$ cat src/inc/gpb_pkg.sv
// Constants, types and helpers for the GPIO bank pin configuration block
package gpb_pkg;

	localparam int GPB_PINS = 8;
	localparam int GPB_DATA_W = 32;
	localparam int GPB_REG_W = 8;

	// Register indices; byte address is four times the index
	localparam logic [7:0] GPB_IDX_CFG0 = 8'h23;
	localparam logic [7:0] GPB_IDX_CFG1 = 8'h24;
	localparam logic [7:0] GPB_IDX_CFG2 = 8'h25;
	localparam logic [7:0] GPB_IDX_CFG3 = 8'h26;
	localparam logic [7:0] GPB_IDX_CFG4 = 8'h27;
	localparam logic [7:0] GPB_IDX_CFG5 = 8'h28;
	localparam logic [7:0] GPB_IDX_CFG6 = 8'h29;
	localparam logic [7:0] GPB_IDX_CFG7 = 8'h2a;
	localparam logic [7:0] GPB_IDX_DOUT = 8'h40;
	localparam logic [7:0] GPB_IDX_LEVEL = 8'h41;

	// Field positions inside a pin register
	localparam int GPB_DIR_BIT = 0;
	localparam int GPB_POL_BIT = 1;
	localparam int GPB_ALT_BIT = 2;
	localparam int GPB_ODR_BIT = 7;
	localparam logic [7:0] GPB_CFG_MASK = 8'h87;

	// Values after reset
	localparam logic [7:0] GPB_CFG_RST = 8'h01;
	localparam logic [7:0] GPB_DOUT_RST = 8'h00;

	// Bus answers
	localparam logic [1:0] GPB_RESP_OKAY = 2'h0;
	localparam logic [1:0] GPB_RESP_SLVERR = 2'h2;

	typedef enum logic [0:0] {
		GPB_WR_COLLECT = 1'b0,
		GPB_WR_RESP = 1'b1
	} gpb_wr_t;

	typedef enum logic [0:0] {
		GPB_RD_IDLE = 1'b0,
		GPB_RD_RESP = 1'b1
	} gpb_rd_t;

	// Word index of a byte address, or all ones when misaligned or at 400h and above
	function automatic logic [7:0] gpb_index(input logic [11:0] addr);
		logic [7:0] idx;
		idx = 8'hff;
		if (addr[1:0] == 2'h0 && addr[11:10] == 2'h0) begin
			idx = addr[9:2];
		end
		return idx;
	endfunction

	// Pin register hit for a word index
	function automatic logic gpb_is_cfg(input logic [7:0] idx);
		return idx >= GPB_IDX_CFG0 && idx <= GPB_IDX_CFG7;
	endfunction

endpackage

$ cat src/logic/gpb_pin.sv
// One pad of the bank: synchroniser, polarity and output driver
`timescale 1ns/1ps
module gpb_pin (
	// Clock and reset
	input wire logic clk,
	input wire logic resetn,
	// Pin configuration
	input wire logic [7:0] cfg,
	// Values from the bank and the game-port logic
	input wire logic gpio_out,
	input wire logic alt_drive,
	input wire logic alt_out,
	// Pad
	input wire logic pad_in,
	output logic pad_out,
	output logic pad_oe_n,
	// Pad level as seen by the internal logic
	output logic level
);
	import gpb_pkg::*;

	logic meta_q, meta_d;
	logic sync_q, sync_d;
	logic level_q, level_d;
	logic out_q, out_d;
	logic oe_n_q, oe_n_d;
	logic drive;
	logic value;

	always_comb begin
		meta_d = pad_in;
		sync_d = meta_q;
		// Inversion sits between pad and logic
		level_d = sync_q ^ cfg[GPB_POL_BIT];
		// Alternate function takes over drive
		if (cfg[GPB_ALT_BIT]) begin
			drive = alt_drive;
			value = alt_out ^ cfg[GPB_POL_BIT];
		end else begin
			drive = ~cfg[GPB_DIR_BIT];
			value = gpio_out ^ cfg[GPB_POL_BIT];
		end
		if (cfg[GPB_ODR_BIT]) begin
			out_d = 1'b0;
			oe_n_d = ~(drive & ~value);
		end else begin
			out_d = value;
			oe_n_d = ~drive;
		end
	end

	always_ff @(posedge clk or negedge resetn) begin
		if (!resetn) begin
			meta_q <= 1'b0;
			sync_q <= 1'b0;
			level_q <= 1'b0;
			out_q <= 1'b0;
			oe_n_q <= 1'b1;
		end else begin
			meta_q <= meta_d;
			sync_q <= sync_d;
			level_q <= level_d;
			out_q <= out_d;
			oe_n_q <= oe_n_d;
		end
	end

	assign pad_out = out_q;
	assign pad_oe_n = oe_n_q;
	assign level = level_q;

endmodule

$ cat src/logic/gpb_bank.sv
// Eight-pin GPIO bank with game-port alternate functions and AXI4-Lite regs
//
// Function
// - Bit 0 set means input, clear drives
// - Bit 1 inverts between pad and logic
// - Bit 2 selects game-port alternate function
// - Pins 0-3 carry the four joystick buttons
// - Pins 4-7 carry the four RC axes
// - Bit 7 selects open-drain, else push-pull
// - Pin registers reset to 0x01
// - Pin registers at 23h..2Ah, read/write
//
// Our own choice: the AXI4-Lite interface to the registers.
`timescale 1ns/1ps
module gpb_bank
	import gpb_pkg::*;
#(
	parameter int ADDR_W = 12
) (
	// Clock and reset
	input wire logic clk,
	input wire logic resetn,
	// AXI4-Lite write address
	input wire logic s_axi_awvalid,
	output logic s_axi_awready,
	input wire logic [ADDR_W-1:0] s_axi_awaddr,
	input wire logic [2:0] s_axi_awprot,
	// AXI4-Lite write data
	input wire logic s_axi_wvalid,
	output logic s_axi_wready,
	input wire logic [31:0] s_axi_wdata,
	input wire logic [3:0] s_axi_wstrb,
	// AXI4-Lite write response
	output logic s_axi_bvalid,
	input wire logic s_axi_bready,
	output logic [1:0] s_axi_bresp,
	// AXI4-Lite read address
	input wire logic s_axi_arvalid,
	output logic s_axi_arready,
	input wire logic [ADDR_W-1:0] s_axi_araddr,
	input wire logic [2:0] s_axi_arprot,
	// AXI4-Lite read data
	output logic s_axi_rvalid,
	input wire logic s_axi_rready,
	output logic [31:0] s_axi_rdata,
	output logic [1:0] s_axi_rresp,
	// Pads
	input wire logic [gpb_pkg::GPB_PINS-1:0] pad_in,
	output logic [gpb_pkg::GPB_PINS-1:0] pad_out,
	output logic [gpb_pkg::GPB_PINS-1:0] pad_oe_n,
	// Game-port buttons, idle high when not routed
	output logic stick_one_button_one,
	output logic stick_one_button_two,
	output logic stick_two_button_one,
	output logic stick_two_button_two,
	// Game-port RC axes, idle high when not routed
	output logic stick_one_x_axis_rc,
	output logic stick_one_y_axis_rc,
	output logic stick_two_x_axis_rc,
	output logic stick_two_y_axis_rc,
	// Axis discharge requests from game-port timing, order x1 y1 x2 y2
	input wire logic [3:0] axis_discharge
);
	import gpb_pkg::*;

	// Pin configuration and data
	logic [7:0] cfg_q [GPB_PINS];
	logic [7:0] cfg_d [GPB_PINS];
	logic [7:0] dout_q, dout_d;
	logic [GPB_PINS-1:0] level;

	// Write channel state
	gpb_wr_t wr_q, wr_d;
	logic aw_have_q, aw_have_d;
	logic w_have_q, w_have_d;
	logic [ADDR_W-1:0] waddr_q, waddr_d;
	logic [7:0] wbyte_q, wbyte_d;
	logic wen_q, wen_d;
	logic [1:0] bresp_q, bresp_d;

	// Read channel state
	gpb_rd_t rd_q, rd_d;
	logic [31:0] rdata_q, rdata_d;
	logic [1:0] rresp_q, rresp_d;

	// Game-port side registers
	logic [3:0] button_q, button_d;
	logic [3:0] axis_q, axis_d;

	logic [7:0] widx;
	logic [7:0] ridx;
	logic [11:0] waddr_w;
	logic [11:0] raddr_w;
	logic do_write;

	// Widen or cut the bus address to the decoder's 12 bits
	assign waddr_w = 12'(waddr_q);
	assign raddr_w = 12'(s_axi_araddr);
	assign widx = gpb_index(waddr_w);
	assign ridx = gpb_index(raddr_w);

	// Address and data may arrive in either order; answer follows both
	assign s_axi_awready = (wr_q == GPB_WR_COLLECT) && !aw_have_q;
	assign s_axi_wready = (wr_q == GPB_WR_COLLECT) && !w_have_q;
	assign do_write = (wr_q == GPB_WR_COLLECT) && aw_have_q && w_have_q;

	always_comb begin
		wr_d = wr_q;
		aw_have_d = aw_have_q;
		w_have_d = w_have_q;
		waddr_d = waddr_q;
		wbyte_d = wbyte_q;
		wen_d = wen_q;
		bresp_d = bresp_q;
		unique case (wr_q)
			GPB_WR_COLLECT: begin
				if (s_axi_awvalid && s_axi_awready) begin
					aw_have_d = 1'b1;
					waddr_d = s_axi_awaddr;
				end
				if (s_axi_wvalid && s_axi_wready) begin
					w_have_d = 1'b1;
					wbyte_d = s_axi_wdata[7:0];
					wen_d = s_axi_wstrb[0];
				end
				if (do_write) begin
					aw_have_d = 1'b0;
					w_have_d = 1'b0;
					wr_d = GPB_WR_RESP;
					if (gpb_is_cfg(widx) || widx == GPB_IDX_DOUT ||
						widx == GPB_IDX_LEVEL) begin
						bresp_d = GPB_RESP_OKAY;
					end else begin
						bresp_d = GPB_RESP_SLVERR;
					end
				end
			end
			GPB_WR_RESP: begin
				if (s_axi_bready) begin
					wr_d = GPB_WR_COLLECT;
				end
			end
		endcase
	end

	always_ff @(posedge clk or negedge resetn) begin
		if (!resetn) begin
			wr_q <= GPB_WR_COLLECT;
			aw_have_q <= 1'b0;
			w_have_q <= 1'b0;
			waddr_q <= '0;
			wbyte_q <= 8'h00;
			wen_q <= 1'b0;
			bresp_q <= GPB_RESP_OKAY;
		end else begin
			wr_q <= wr_d;
			aw_have_q <= aw_have_d;
			w_have_q <= w_have_d;
			waddr_q <= waddr_d;
			wbyte_q <= wbyte_d;
			wen_q <= wen_d;
			bresp_q <= bresp_d;
		end
	end

	assign s_axi_bvalid = (wr_q == GPB_WR_RESP);
	assign s_axi_bresp = bresp_q;

	// Register storage; only the low byte lane carries data
	always_comb begin
		for (int i = 0; i < GPB_PINS; i++) begin
			cfg_d[i] = cfg_q[i];
		end
		dout_d = dout_q;
		if (do_write && wen_q) begin
			if (gpb_is_cfg(widx)) begin
				// Reserved bits never stored, so they read zero
				cfg_d[3'(widx - GPB_IDX_CFG0)] =
					wbyte_q & GPB_CFG_MASK;
			end else if (widx == GPB_IDX_DOUT) begin
				dout_d = wbyte_q;
			end
		end
	end

	always_ff @(posedge clk or negedge resetn) begin
		if (!resetn) begin
			for (int i = 0; i < GPB_PINS; i++) begin
				cfg_q[i] <= GPB_CFG_RST;
			end
			dout_q <= GPB_DOUT_RST;
		end else begin
			for (int i = 0; i < GPB_PINS; i++) begin
				cfg_q[i] <= cfg_d[i];
			end
			dout_q <= dout_d;
		end
	end

	// Read channel answers one cycle after the address is taken
	// Data is captured when the address is taken, so a level read is a
	// snapshot; later pad changes need a fresh read
	assign s_axi_arready = (rd_q == GPB_RD_IDLE);

	always_comb begin
		rd_d = rd_q;
		rdata_d = rdata_q;
		rresp_d = rresp_q;
		unique case (rd_q)
			GPB_RD_IDLE: begin
				if (s_axi_arvalid) begin
					rd_d = GPB_RD_RESP;
					rdata_d = 32'h0000_0000;
					rresp_d = GPB_RESP_OKAY;
					if (gpb_is_cfg(ridx)) begin
						rdata_d[7:0] =
							cfg_q[3'(ridx - GPB_IDX_CFG0)];
					end else if (ridx == GPB_IDX_DOUT) begin
						rdata_d[7:0] = dout_q;
					end else if (ridx == GPB_IDX_LEVEL) begin
						rdata_d[7:0] = level;
					end else begin
						rresp_d = GPB_RESP_SLVERR;
					end
				end
			end
			GPB_RD_RESP: begin
				if (s_axi_rready) begin
					rd_d = GPB_RD_IDLE;
				end
			end
		endcase
	end

	always_ff @(posedge clk or negedge resetn) begin
		if (!resetn) begin
			rd_q <= GPB_RD_IDLE;
			rdata_q <= 32'h0000_0000;
			rresp_q <= GPB_RESP_OKAY;
		end else begin
			rd_q <= rd_d;
			rdata_q <= rdata_d;
			rresp_q <= rresp_d;
		end
	end

	assign s_axi_rvalid = (rd_q == GPB_RD_RESP);
	assign s_axi_rdata = rdata_q;
	assign s_axi_rresp = rresp_q;

	// Pads; buttons never drive, axes drive low to discharge the RC while bit 1 is clear
	for (genvar p = 0; p < GPB_PINS; p++) begin : g_pin
		logic alt_drive;
		if (p < 4) begin : g_btn
			assign alt_drive = 1'b0;
		end else begin : g_axis
			assign alt_drive = axis_discharge[p-4];
		end
		gpb_pin u_pin (
			.clk(clk),
			.resetn(resetn),
			.cfg(cfg_q[p]),
			.gpio_out(dout_q[p]),
			.alt_drive(alt_drive),
			.alt_out(1'b0),
			.pad_in(pad_in[p]),
			.pad_out(pad_out[p]),
			.pad_oe_n(pad_oe_n[p]),
			.level(level[p])
		);
	end

	// Game-port routing; unrouted inputs idle high as if released
	always_comb begin
		for (int i = 0; i < 4; i++) begin
			button_d[i] = cfg_q[i][GPB_ALT_BIT] ?
				level[i] : 1'b1;
			axis_d[i] = cfg_q[i+4][GPB_ALT_BIT] ?
				level[i+4] : 1'b1;
		end
	end

	always_ff @(posedge clk or negedge resetn) begin
		if (!resetn) begin
			button_q <= 4'hf;
			axis_q <= 4'hf;
		end else begin
			button_q <= button_d;
			axis_q <= axis_d;
		end
	end

	assign stick_one_button_one = button_q[0];
	assign stick_one_button_two = button_q[1];
	assign stick_two_button_one = button_q[2];
	assign stick_two_button_two = button_q[3];
	assign stick_one_x_axis_rc = axis_q[0];
	assign stick_one_y_axis_rc = axis_q[1];
	assign stick_two_x_axis_rc = axis_q[2];
	assign stick_two_y_axis_rc = axis_q[3];

endmodule

$ cat config.mk
export PLATFORM = sky130hd
export DESIGN_NAME = gpb_bank
export DESIGN_NICKNAME = d
export VERILOG_FILES = /design/src/inc/gpb_pkg.sv /design/src/logic/gpb_pin.sv /design/src/logic/gpb_bank.sv
export SDC_FILE = /design/constraint.sdc
export NUM_CORES = 1
export LEC_CHECK = 0
export ABC_AREA = 1
export BUFFER_PORTS_ARGS = -buffer_cell sky130_fd_sc_hd__buf_2
export CORE_MARGIN = 2
export CORE_UTILIZATION = 31
export CTS_CLUSTER_SIZE = 16
export DETAILED_ROUTE_END_ITERATION = 8
export GPL_TIMING_DRIVEN = 1
export PLACE_DENSITY_LB_ADDON = 0.1
export REMOVE_ABC_BUFFERS = 1
export SLEW_MARGIN = 20
export SYNTH_ARGS = -nofsm -noshare
export SYNTH_HDL_FRONTEND = slang
export SYNTH_HIERARCHICAL = 1
export SYNTH_SLANG_ARGS = --single-unit
$ cat constraint.sdc
create_clock -name clk -period 2.32 [get_ports clk]
set_input_delay 0.116 -clock clk [delete_from_list [all_inputs] [get_ports clk]]
set_output_delay 0.116 -clock clk [all_outputs]
set_load 0.05 [all_outputs]
==> flow_metrics.py, run 1 <==
metrics = {
    "cts": {
        "cts_sinks": 123,
        "cts_buffers": 17,
        "clkLatencyLatePin_ps": 420,
        "cts_tree": "done",
        "cts-root-buf": "clkbuf_16",
        "htree_levels": 4,
        "clock_path_buffers": 2,
        "path_clk_slew_ps": 50,
    },
    "logic_synthesis": {
        "ys_ff_latch": 123,
        "synth_cells": 701,
        "synth_seq_area_share_pct": 51.6,
        "synth_area_um2": 6020,
        "synth_area_leaders": "dfrtp_1, nand2_1, dfstp_2",
        "synth_edf_count": 0,
        "avgSynthCellArea_um2": 8.59,
        "synthFlopType": "dfrtp_1",
        "synth_top_family_by_area": "simple AND/OR/NAND/NOR gates",
        "synth-simple-area-share_pct": 27.1,
        "synth.mux.area_fraction_pct": 1.31,
        "ys_async_sr_fraction_pct": 100,
        "synth-adder-area-share_pct": 1.66,
        "synth_top_cell_area_share_pct": 41.2,
        "synth_commonest_cells": "nand2_1, inv_1, dfrtp_1",
        "synth.distinct_cells": 34,
        "synth_area_leader_cell": "dfrtp_1",
        "synth.most_common_cell": "nand2_1",
        "yosys_warnings": 6,
        "synth_compound_area_share_pct": 6.46,
        "synth_xor_area_share_pct": 1.16,
    },
    "sta": {
        "final_max_slew_viol_count": 0,
        "fin_crit_sh_pct": 90.5,
        "maxSlewHeadroom_pct": 58.1,
        "final_hold_viol_count": 0,
        "clock_skew_ps": 13.9,
        "setup_viol": 0,
        "hold_slack_ps": 117,
        "fin_crit_ps": 2100,
        "max_freq_ghz": 0.476,
        "rsz0062_at_grt": "false",
        "tightestPinTransition_ps": 627,
    },
    "detailed_routing": {
        "dr.pass1.iters": 5,
        "vias_per_cell": 4.38,
        "drt_iter0_markers": 198,
        "drt-total-wl_um": 14900,
        "wl_per_cell_um": 13.0,
        "ant_nets": 0,
        "drc": 0,
        "dr_total_vias": 5022,
    },
    "critical_path": {
        "critPathArrivalTime_ps": 2380,
        "critPathLaunchType": "flip-flop",
        "end_kind": "flip-flop",
        "worstSetupPathType": "reg2reg",
        "cp.required_ps": 2600,
        "cp_slowest_cell": "dfrtp_1",
        "timing.rr.start": "waddr_q[11]$_DFFE_PN0P_",
        "path_cells": "nor2_4 -> nand3_1 -> nor2_2 -> inv_1 -> ha_1 -> inv_1 -> nand3_1 -> nor2_1 -> nand2_4 -> nand2_1 -> o21ai_1",
        "worstSetupStartpoint": "waddr_q[11]$_DFFE_PN0P_",
        "max_stage_delay_ps": 400,
        "worstPathMaxFanout": 8,
    },
    "power": {
        "p_comb_share_pct": 19.7,
        "clkPwrFrac_pct": 40.6,
        "p_seq_share_pct": 39.6,
        "ir_drop_mv": 0.652,
        "p_switching_mw": 1.99,
        "switching_share_pct": 30.9,
        "p_total_mw": 6.43,
        "power.density_nw_per_um2": 820,
        "leakagePower_nw": 4.01,
        "intPower_mw": 4.44,
    },
    "floorplanning": {
        "design.core.area_um2": 18900,
        "initial_utilization_pct": 31.9,
        "dieArea_um2": 20500,
        "die_y_um": 143,
        "die_x_um": 143,
        "rows": 50,
        "io_pins": 150,
    },
    "global_routing": {
        "grt_usage_pct": 15.3,
        "grt_pass1_vias": 4937,
        "grt_pass1_wl_um": 24200,
        "grt_start_max_net_pins": 69,
        "antenna_found_initial": 0,
        "overflow": 0,
    },
    "cells_and_area": {
        "drive_above_1_share_pct": 24.2,
        "fin_nets": 967,
        "antenna_cells": 0,
        "area_growth_pct": 30.2,
        "num-fill-cells": 1923,
        "layout.cells.non_filler": 1147,
    },
    "place": {
        "gp_congestion": 0.934,
        "dp_cells": 1074,
        "portBuffers": 90,
        "dp_hpwl_um": 10800,
    },
    "run": {
        "maxCapViolations": 0,
    },
    "status": {
        "outcome": "complete, no violations",
    },
    "worst_hold_path": {
        "hp-class": "in2reg",
        "hp-start": "s_axi_arvalid",
    },
}
==> per-layer routing <==
layer / wire length (um) / vias to the layer above / GRT usage, % / share of wire, %
li1: - / 2491 / - / -
met1: 6650 / 2362 / 19.1 / 45
met2: 7140 / 139 / 25.0 / 48
met3: 660 / 30 / 3.47 / 4.4
met4: 433 / 0 / 7.79 / 2.9
met5: 0 / - / 0 / 0
==> metrics by stage <==
step | util (%) | setup WS (ps) | cell area, um^2 | TNS (ps)
2_1_floorplan | - | -88.3 | 5960 | -561
3_3_place_gp | 36.2 | 243 | 6840 | 0
3_5_place_dp | 36.2 | 158 | 6840 | 0
4_1_cts | 41.2 | 189 | 7780 | 0
5_1_grt | 41.5 | 5.86 | 7840 | 0
6_report | 41.5 | 220 | 7840 | 0
==> cells in the final DEF, fill, tap and decap left out, types with 5 or more instances in the layout <==
master	synthesis	final
nor2_1	45	43
inv_1	104	104
nand2_1	179	179
conb_1	1	46
xor2_1	8	8
or2_2	8	8
dfrtp_1	99	99
nor2_2	4	6
clkbuf_1	3	5
nand4_1	10	10
dfstp_2	24	24
nand3_1	57	57
clkbuf_16	0	17
o21ai_0	12	12
nand2_4	8	8
o21ai_1	40	40
ha_1	8	8
buf_2	5	89
buf_4	26	16
dlygate4sd3_1	0	36
a21oi_1	18	18
mux2_2	7	7
nand3_2	10	10
inv_2	5	5
==> worst max-delay path: cells and delay by family (launching register included) <==
kind            cells  cell delay (ps)
compound gates      1               60
buf+inv             2              190
fa+ha+maj           1              310
simple gates        7              990
flops               1              400
==> repair_timing <==
item / CTS / global route
setup endpoints to repair: 0 / 2
setup buffers: 0 / 5
hold endpoints to repair: 61 / 0
resized for setup: 0 / 2
hold buffers: 36 / 0
==> power groups by stage <==
stage / logic, mW / registers, mW / clock network, mW
2_1_floorplan: 0.747 / 2.66 / 0
3_3_place_gp: 1.21 / 2.57 / 0
3_5_place_dp: 1.23 / 2.58 / 0
4_1_cts: 1.28 / 2.55 / 2.68
5_1_grt: 1.41 / 2.58 / 2.79
6_report: 1.27 / 2.55 / 2.61
==> final cells by class <==
type	instances	area, um^2	share of cell area, %
clock buffer	26	499	6.37
multi-input combinational	480	2440	31.2
inverter	109	409	5.22
tap	260	325	4.15
clock inverter	6	85.1	1.09
timing repair buffer	143	966	12.3
sequential	123	3110	39.7
==> logic make-up (layout without fill, tap and decap cells) <==
kind of cell / after synthesis / in the layout
DFF: 123 / 123
xor gates and xnor gates: 8 / 8
muxes: 7 / 7
other: 1 / 46
AOI/OAI and AO/OA: 75 / 75
and+or+nand+nor: 336 / 336
adders and majority gates: 8 / 8
buffers and inverters: 143 / 284
==> flip-flops by register name, summed over array words and instances, names as in the netlist <==
signal and count:
aw_have_q 1, axis_q 4, button_q 4, cfg_q 32, dout_q 8, g_pin.u_pin/level 8, g_pin.u_pin/meta_q 8, g_pin.u_pin/pad_oe_n 8
g_pin.u_pin/pad_out 8, g_pin.u_pin/sync_q 8, s_axi_bresp 1, s_axi_bvalid 1, s_axi_rdata 8, s_axi_rresp 1, s_axi_rvalid 1, w_have_q 1
waddr_q 12, wbyte_q 8, wen_q 1
==> worst paths after layout <==
kind | end | slack (ps) | cells past startpoint
hold / removal | s_axi_rvalid$_DFF_PN0_ | 120 | 4
max in group asynchronous | axis_q[0]$_DFF_PN1_ | 1410 | 3
setup reg to reg | cfg_q[9]$_DFFE_PN0P_ | 220 | 11
hold reg to reg | g_pin[0].u_pin/sync_q$_DFF_PN0_ | 350 | 0
min in group asynchronous | g_pin[1].u_pin/sync_q$_DFF_PN0_ | 150 | 2
setup / recovery | cfg_q[9]$_DFFE_PN0P_ | 220 | 11
(Power assumes the default switching activity.)
==> run 2: changes to the inputs <==
CORE_MARGIN = 3   (was 2)
==> flow_metrics.py, run 2 (synthesized netlist as in run 1, its figures left out) <==
metrics = {
    "floorplanning": {
        "die_x_um": 145,
        "die_y_um": 145,
        "io_pins": 150,
        "rows": 50,
        "design.core.area_um2": 18900,
        "initial_utilization_pct": 31.9,
        "dieArea_um2": 21100,
    },
    "detailed_routing": {
        "drt-total-wl_um": 14800,
        "vias_per_cell": 4.26,
        "dr_total_vias": 4871,
        "dr.pass1.iters": 4,
        "wl_per_cell_um": 13.0,
        "ant_nets": 0,
        "drt_iter0_markers": 257,
        "drc": 0,
    },
    "power": {
        "clkPwrFrac_pct": 42.7,
        "p_seq_share_pct": 38.3,
        "p_comb_share_pct": 19.0,
        "power.density_nw_per_um2": 845,
        "p_switching_mw": 2.02,
        "ir_drop_mv": 0.621,
        "leakagePower_nw": 4.02,
        "switching_share_pct": 30.4,
        "intPower_mw": 4.62,
    },
    "critical_path": {
        "path_buf_inv": 2,
        "max_stage_delay_ps": 400,
        "worstSetupPathType": "reg2reg",
        "worstPathMaxFanout": 8,
        "cp_slowest_cell": "dfrtp_1",
        "cp.required_ps": 2600,
        "critPathArrivalTime_ps": 2340,
        "crit_family": "simple AND/OR/NAND/NOR gates",
        "path_cells": "nor2_4 -> nand3_1 -> nor2_2 -> inv_1 -> ha_1 -> inv_1 -> nand3_1 -> nor2_1 -> nand2_4 -> nand2_1 -> o21ai_1",
        "end_kind": "flip-flop",
        "critPathLaunchType": "flip-flop",
    },
    "cells_and_area": {
        "antenna_cells": 0,
        "largest_register_ffs": 32,
        "most-common-layout-cells": "nand2_1, inv_1, dfrtp_1",
        "area_growth_pct": 30.7,
        "fin_nets": 964,
        "final_common_cell": "nand2_1",
        "top_register": "cfg_q",
        "reg_top3": "cfg_q: 32 flops, waddr_q: 12 flops",
        "drive_above_1_share_pct": 24.3,
    },
    "worst_hold_path": {
        "hp-class": "in2reg",
    },
    "cts": {
        "clock_path_buffers": 2,
        "clkLatencyLatePin_ps": 410,
        "cts_buffers": 17,
        "path_clk_slew_ps": 50,
        "cts_tree": "done",
        "htree_levels": 4,
        "cts_sinks": 123,
        "cts-root-buf": "clkbuf_16",
    },
    "sta": {
        "maxSlewHeadroom_pct": 59.1,
        "setup_ws_ps": 251,
        "clock_skew_ps": 8.19,
        "final_max_slew_viol_count": 0,
        "fin_crit_sh_pct": 89.2,
        "max_freq_ghz": 0.483,
        "tightestPinTransition_ps": 612,
        "final_hold_viol_count": 0,
        "setup_viol": 0,
        "setup_tns_ps": 0,
        "fin_crit_ps": 2070,
    },
    "run": {
        "maxCapViolations": 0,
    },
    "place": {
        "dp_hpwl_um": 10900,
        "gp_congestion": 0.903,
        "pre_cts_slack_ps": 185,
        "portBuffers": 90,
    },
    "global_routing": {
        "grt_usage_pct": 14.6,
        "grt_pass1_wl_um": 24700,
        "antenna_found_initial": 0,
        "grt_pass1_vias": 4975,
        "grt_start_max_net_pins": 70,
        "overflow": 0,
    },
    "status": {
        "outcome": "complete, no violations",
    },
}
-- run 2: changes by cell type in the layout (fill, tap and decap cells not counted), sizes merged --
cell | before | now
clkinvlp | 2 | 3
clkbuf | 26 | 21
buf | 107 | 104
bufinv | 2 | 4
clkinv | 2 | 4
-- run 2: metal layers --
metal | vias up | routed length [um] | track usage [%]
li1 | 2482 | - | -
met1 | 2247 | 6540 | 17.7
met2 | 119 | 7330 | 24.7
met3 | 23 | 619 | 4.20
met4 | 0 | 326 | 5.60
met5 | - | 0 | 0
-- run 2: worst paths after layout --
path / slack [ps] / start / depth (start not counted) / endpoint
setup / recovery: 250 / waddr_q[11]$_DFFE_PN0P_ / 11 / cfg_q[10]$_DFFE_PN0P_
hold / removal: 110 / s_axi_arvalid / 4 / s_axi_rvalid$_DFF_PN0_
setup reg to reg: 250 / waddr_q[11]$_DFFE_PN0P_ / 11 / cfg_q[10]$_DFFE_PN0P_
hold reg to reg: 350 / g_pin[6].u_pin/meta_q$_DFF_PN0_ / 0 / g_pin[6].u_pin/sync_q$_DFF_PN0_
max in group asynchronous: 1360 / resetn / 3 / cfg_q[32]$_DFFE_PN1P_
min in group asynchronous: 200 / resetn / 2 / g_pin[7].u_pin/sync_q$_DFF_PN0_
-- run 2: repair_timing --
item                                   CTS  global route
buffers inserted                         0             3
hold buffers                            36             0
endpoints found under the hold margin   65             0
setup endpoints to repair                0            15
resized for setup                        0             1
-- run 2: cell type report --
cell class / count / area, um^2
Fill cell: 1922 / 11000
Sequential cell: 123 / 3110
Multi-Input combinational cell: 480 / 2440
Timing Repair Buffer: 140 / 943
Clock buffer: 21 / 470
Inverter: 109 / 409
Tap cell: 260 / 325
Clock inverter: 11 / 166
-- run 2: worst reg2reg max path, delay by kind of cell (launching register included) --
family | cells | cell delay [ps]
flip-flops | 1 | 400
AND/OR/NAND/NOR | 7 | 960
buffers and inverters | 2 | 180
adder cells (fa/ha/maj) | 1 | 320
AO/OA/AOI/OAI | 1 | 60
-- run 2: metrics by stage --
stage / area (um^2) / power (mW) / hold WS [ps] / std cells / util (%)
global placement: 6830 / 3.79 / 89.7 / 1073 / 36.2
floorplan: 5960 / 3.41 / -180 / 712 / -
CTS: 7830 / 6.74 / 114 / 1141 / 41.4
finish: 7870 / 6.64 / 114 / 1144 / 41.6
detailed placement: 6830 / 3.81 / 97.2 / 1073 / 36.2
global route: 7870 / 6.99 / 170 / 1144 / 41.6
-- run 2: power by group through the flow --
stage,Combinational [mW],Clock (mW),Sequential (mW)
2_1_floorplan,0.747,0,2.66
3_3_place_gp,1.21,0,2.57
3_5_place_dp,1.23,0,2.58
4_1_cts,1.28,2.92,2.55
5_1_grt,1.40,3.02,2.58
6_report,1.26,2.84,2.55
==> run 3: changes to the inputs <==
==> constraint.sdc (replaced) <==
create_clock -name clk -period 2.32 [get_ports clk]
set_input_delay 0.348 -clock clk [delete_from_list [all_inputs] [get_ports clk]]
set_output_delay 0.348 -clock clk [all_outputs]
set_load 0.05 [all_outputs]
==> flow_metrics.py, run 3 (synthesized netlist as in run 1, its figures left out) <==
metrics = {
    "status": {
        "outcome": "complete, no violations",
    },
    "critical_path": {
        "critPathLaunchType": "flip-flop",
        "end_kind": "flip-flop",
        "cp.required_ps": 2600,
        "crit_end": "cfg_q[10]$_DFFE_PN0P_",
        "r2r_cells": 11,
        "worstReg2RegEnd": "cfg_q[10]$_DFFE_PN0P_",
        "worstSetupStartpoint": "waddr_q[11]$_DFFE_PN0P_",
        "worstSetupPathType": "reg2reg",
        "timing.rr.start": "waddr_q[11]$_DFFE_PN0P_",
        "critPathArrivalTime_ps": 2380,
        "worstPathMaxFanout": 8,
        "reg2reg_slack_ps": 220,
    },
    "power": {
        "power.density_nw_per_um2": 890,
        "leakagePower_nw": 3.91,
        "ir_drop_mv": 0.593,
    },
    "cells_and_area": {
        "layout.cells.non_filler": 1113,
        "reg_top3": "cfg_q: 32 flops, waddr_q: 12 flops",
        "regArea_um2": 3110,
        "most-common-layout-cells": "nand2_1, inv_1, dfrtp_1",
        "drive_above_1_share_pct": 25.7,
        "area_growth_pct": 25.8,
        "final_common_cell": "nand2_1",
        "fin_nets": 933,
        "multiInputGateArea_um2": 2440,
        "top_register": "cfg_q",
        "num-fill-cells": 1969,
        "largest_register_ffs": 32,
        "antenna_cells": 0,
    },
    "sta": {
        "setup_tns_ps": 0,
        "max_freq_ghz": 0.475,
        "final_hold_viol_count": 0,
        "setup_viol": 0,
        "setup_ws_ps": 217,
        "rsz0062_at_grt": "false",
        "tightestPinTransition_ps": 615,
        "final_max_slew_viol_count": 0,
        "hold_slack_ps": 25.4,
        "fin_crit_ps": 2100,
        "fin_crit_sh_pct": 90.7,
        "clock_skew_ps": 11.1,
        "maxSlewHeadroom_pct": 58.9,
    },
    "place": {
        "portBuffers": 90,
        "dp_hpwl_um": 11000,
        "gp_congestion": 0.878,
        "pre_cts_slack_ps": 80.5,
        "dp_cells": 1080,
    },
    "cts": {
        "cts_tree": "done",
        "post-cts-setup-buffer-count": 0,
        "cts_resized": 0,
        "cts_hold_buf": 1,
        "clkLatencyLatePin_ps": 430,
        "htree_levels": 4,
        "clock_path_buffers": 2,
        "path_clk_slew_ps": 60,
        "cts-root-buf": "clkbuf_16",
        "cts_sinks": 123,
        "cts_buffers": 17,
    },
    "global_routing": {
        "antenna_found_initial": 0,
        "grt_usage_pct": 14.2,
        "grt_start_max_net_pins": 56,
        "grt_pass1_vias": 4715,
        "overflow": 0,
        "grt_pass1_wl_um": 23800,
    },
    "detailed_routing": {
        "drc": 0,
        "ant_nets": 0,
        "wl_per_cell_um": 13.3,
        "drt-total-wl_um": 14800,
        "dr_total_vias": 4768,
        "vias_per_cell": 4.28,
        "drt_iter0_markers": 229,
        "dr.pass1.iters": 4,
    },
    "run": {
        "maxCapViolations": 0,
    },
    "floorplanning": {
        "rows": 50,
        "io_pins": 150,
        "die_y_um": 145,
        "initial_utilization_pct": 31.9,
        "dieArea_um2": 21100,
        "design.core.area_um2": 18900,
        "die_x_um": 145,
    },
    "worst_hold_path": {
        "hp-class": "in2reg",
    },
}
[run 3: worst min path at each step]
stage	from	slack, ps	to	cells after the start
after floorplan	resetn	50	aw_have_q$_DFFE_PN0P_	0
after global placement	resetn	260	g_pin[1].u_pin/meta_q$_DFF_PN0_	1
after detailed placement	resetn	270	g_pin[1].u_pin/meta_q$_DFF_PN0_	1
after CTS	pad_in[2]	10	g_pin[2].u_pin/meta_q$_DFF_PN0_	1
after global routing	pad_in[0]	10	g_pin[0].u_pin/meta_q$_DFF_PN0_	1
final	pad_in[2]	30	g_pin[2].u_pin/meta_q$_DFF_PN0_	1
[run 3: final cells by class]
type / instances / area share, %
multi-input cells: 480 / 32.2
clock buffers: 19 / 5.98
repair buffers: 109 / 8.23
inverters: 109 / 5.40
well taps: 260 / 4.30
clock inverters: 13 / 2.83
flip-flops and latches: 123 / 41.0
[run 3: critical path, cell delays in order (launching register included)]
cell and delay [ps]:
dfrtp_1 400, nor2_4 160, nand3_1 120, nor2_2 180, ha_1 170, nor2_1 50, o21ai_2 130, nand3_2 150
nor2_8 280, nand2_4 150, nand2_1 90, o21ai_1 60
[run 3: routing by layer]
metal,vias up,wire length [um],track usage (%)
met5,-,0,0
met4,0,310,6.22
met3,28,667,3.36
met2,125,7150,23.6
met1,2185,6650,17.7
li1,2430,-,-
[run 3: stage by stage]
step	cell area, um^2	util (%)	power, mW
3_3_place_gp	6900	36.5	3.79
5_1_grt	7570	40.1	7.07
4_1_cts	7570	40.1	6.84
6_report	7570	40.1	6.74
3_5_place_dp	6900	36.5	3.81
2_1_floorplan	5960	-	3.41
[run 3: report_power, final]
part | internal, mW | switching, mW
logic | 0.311 | 0.904
registers | 2.40 | 0.144
clock network | 1.97 | 1.01
total | 4.68 | 2.06
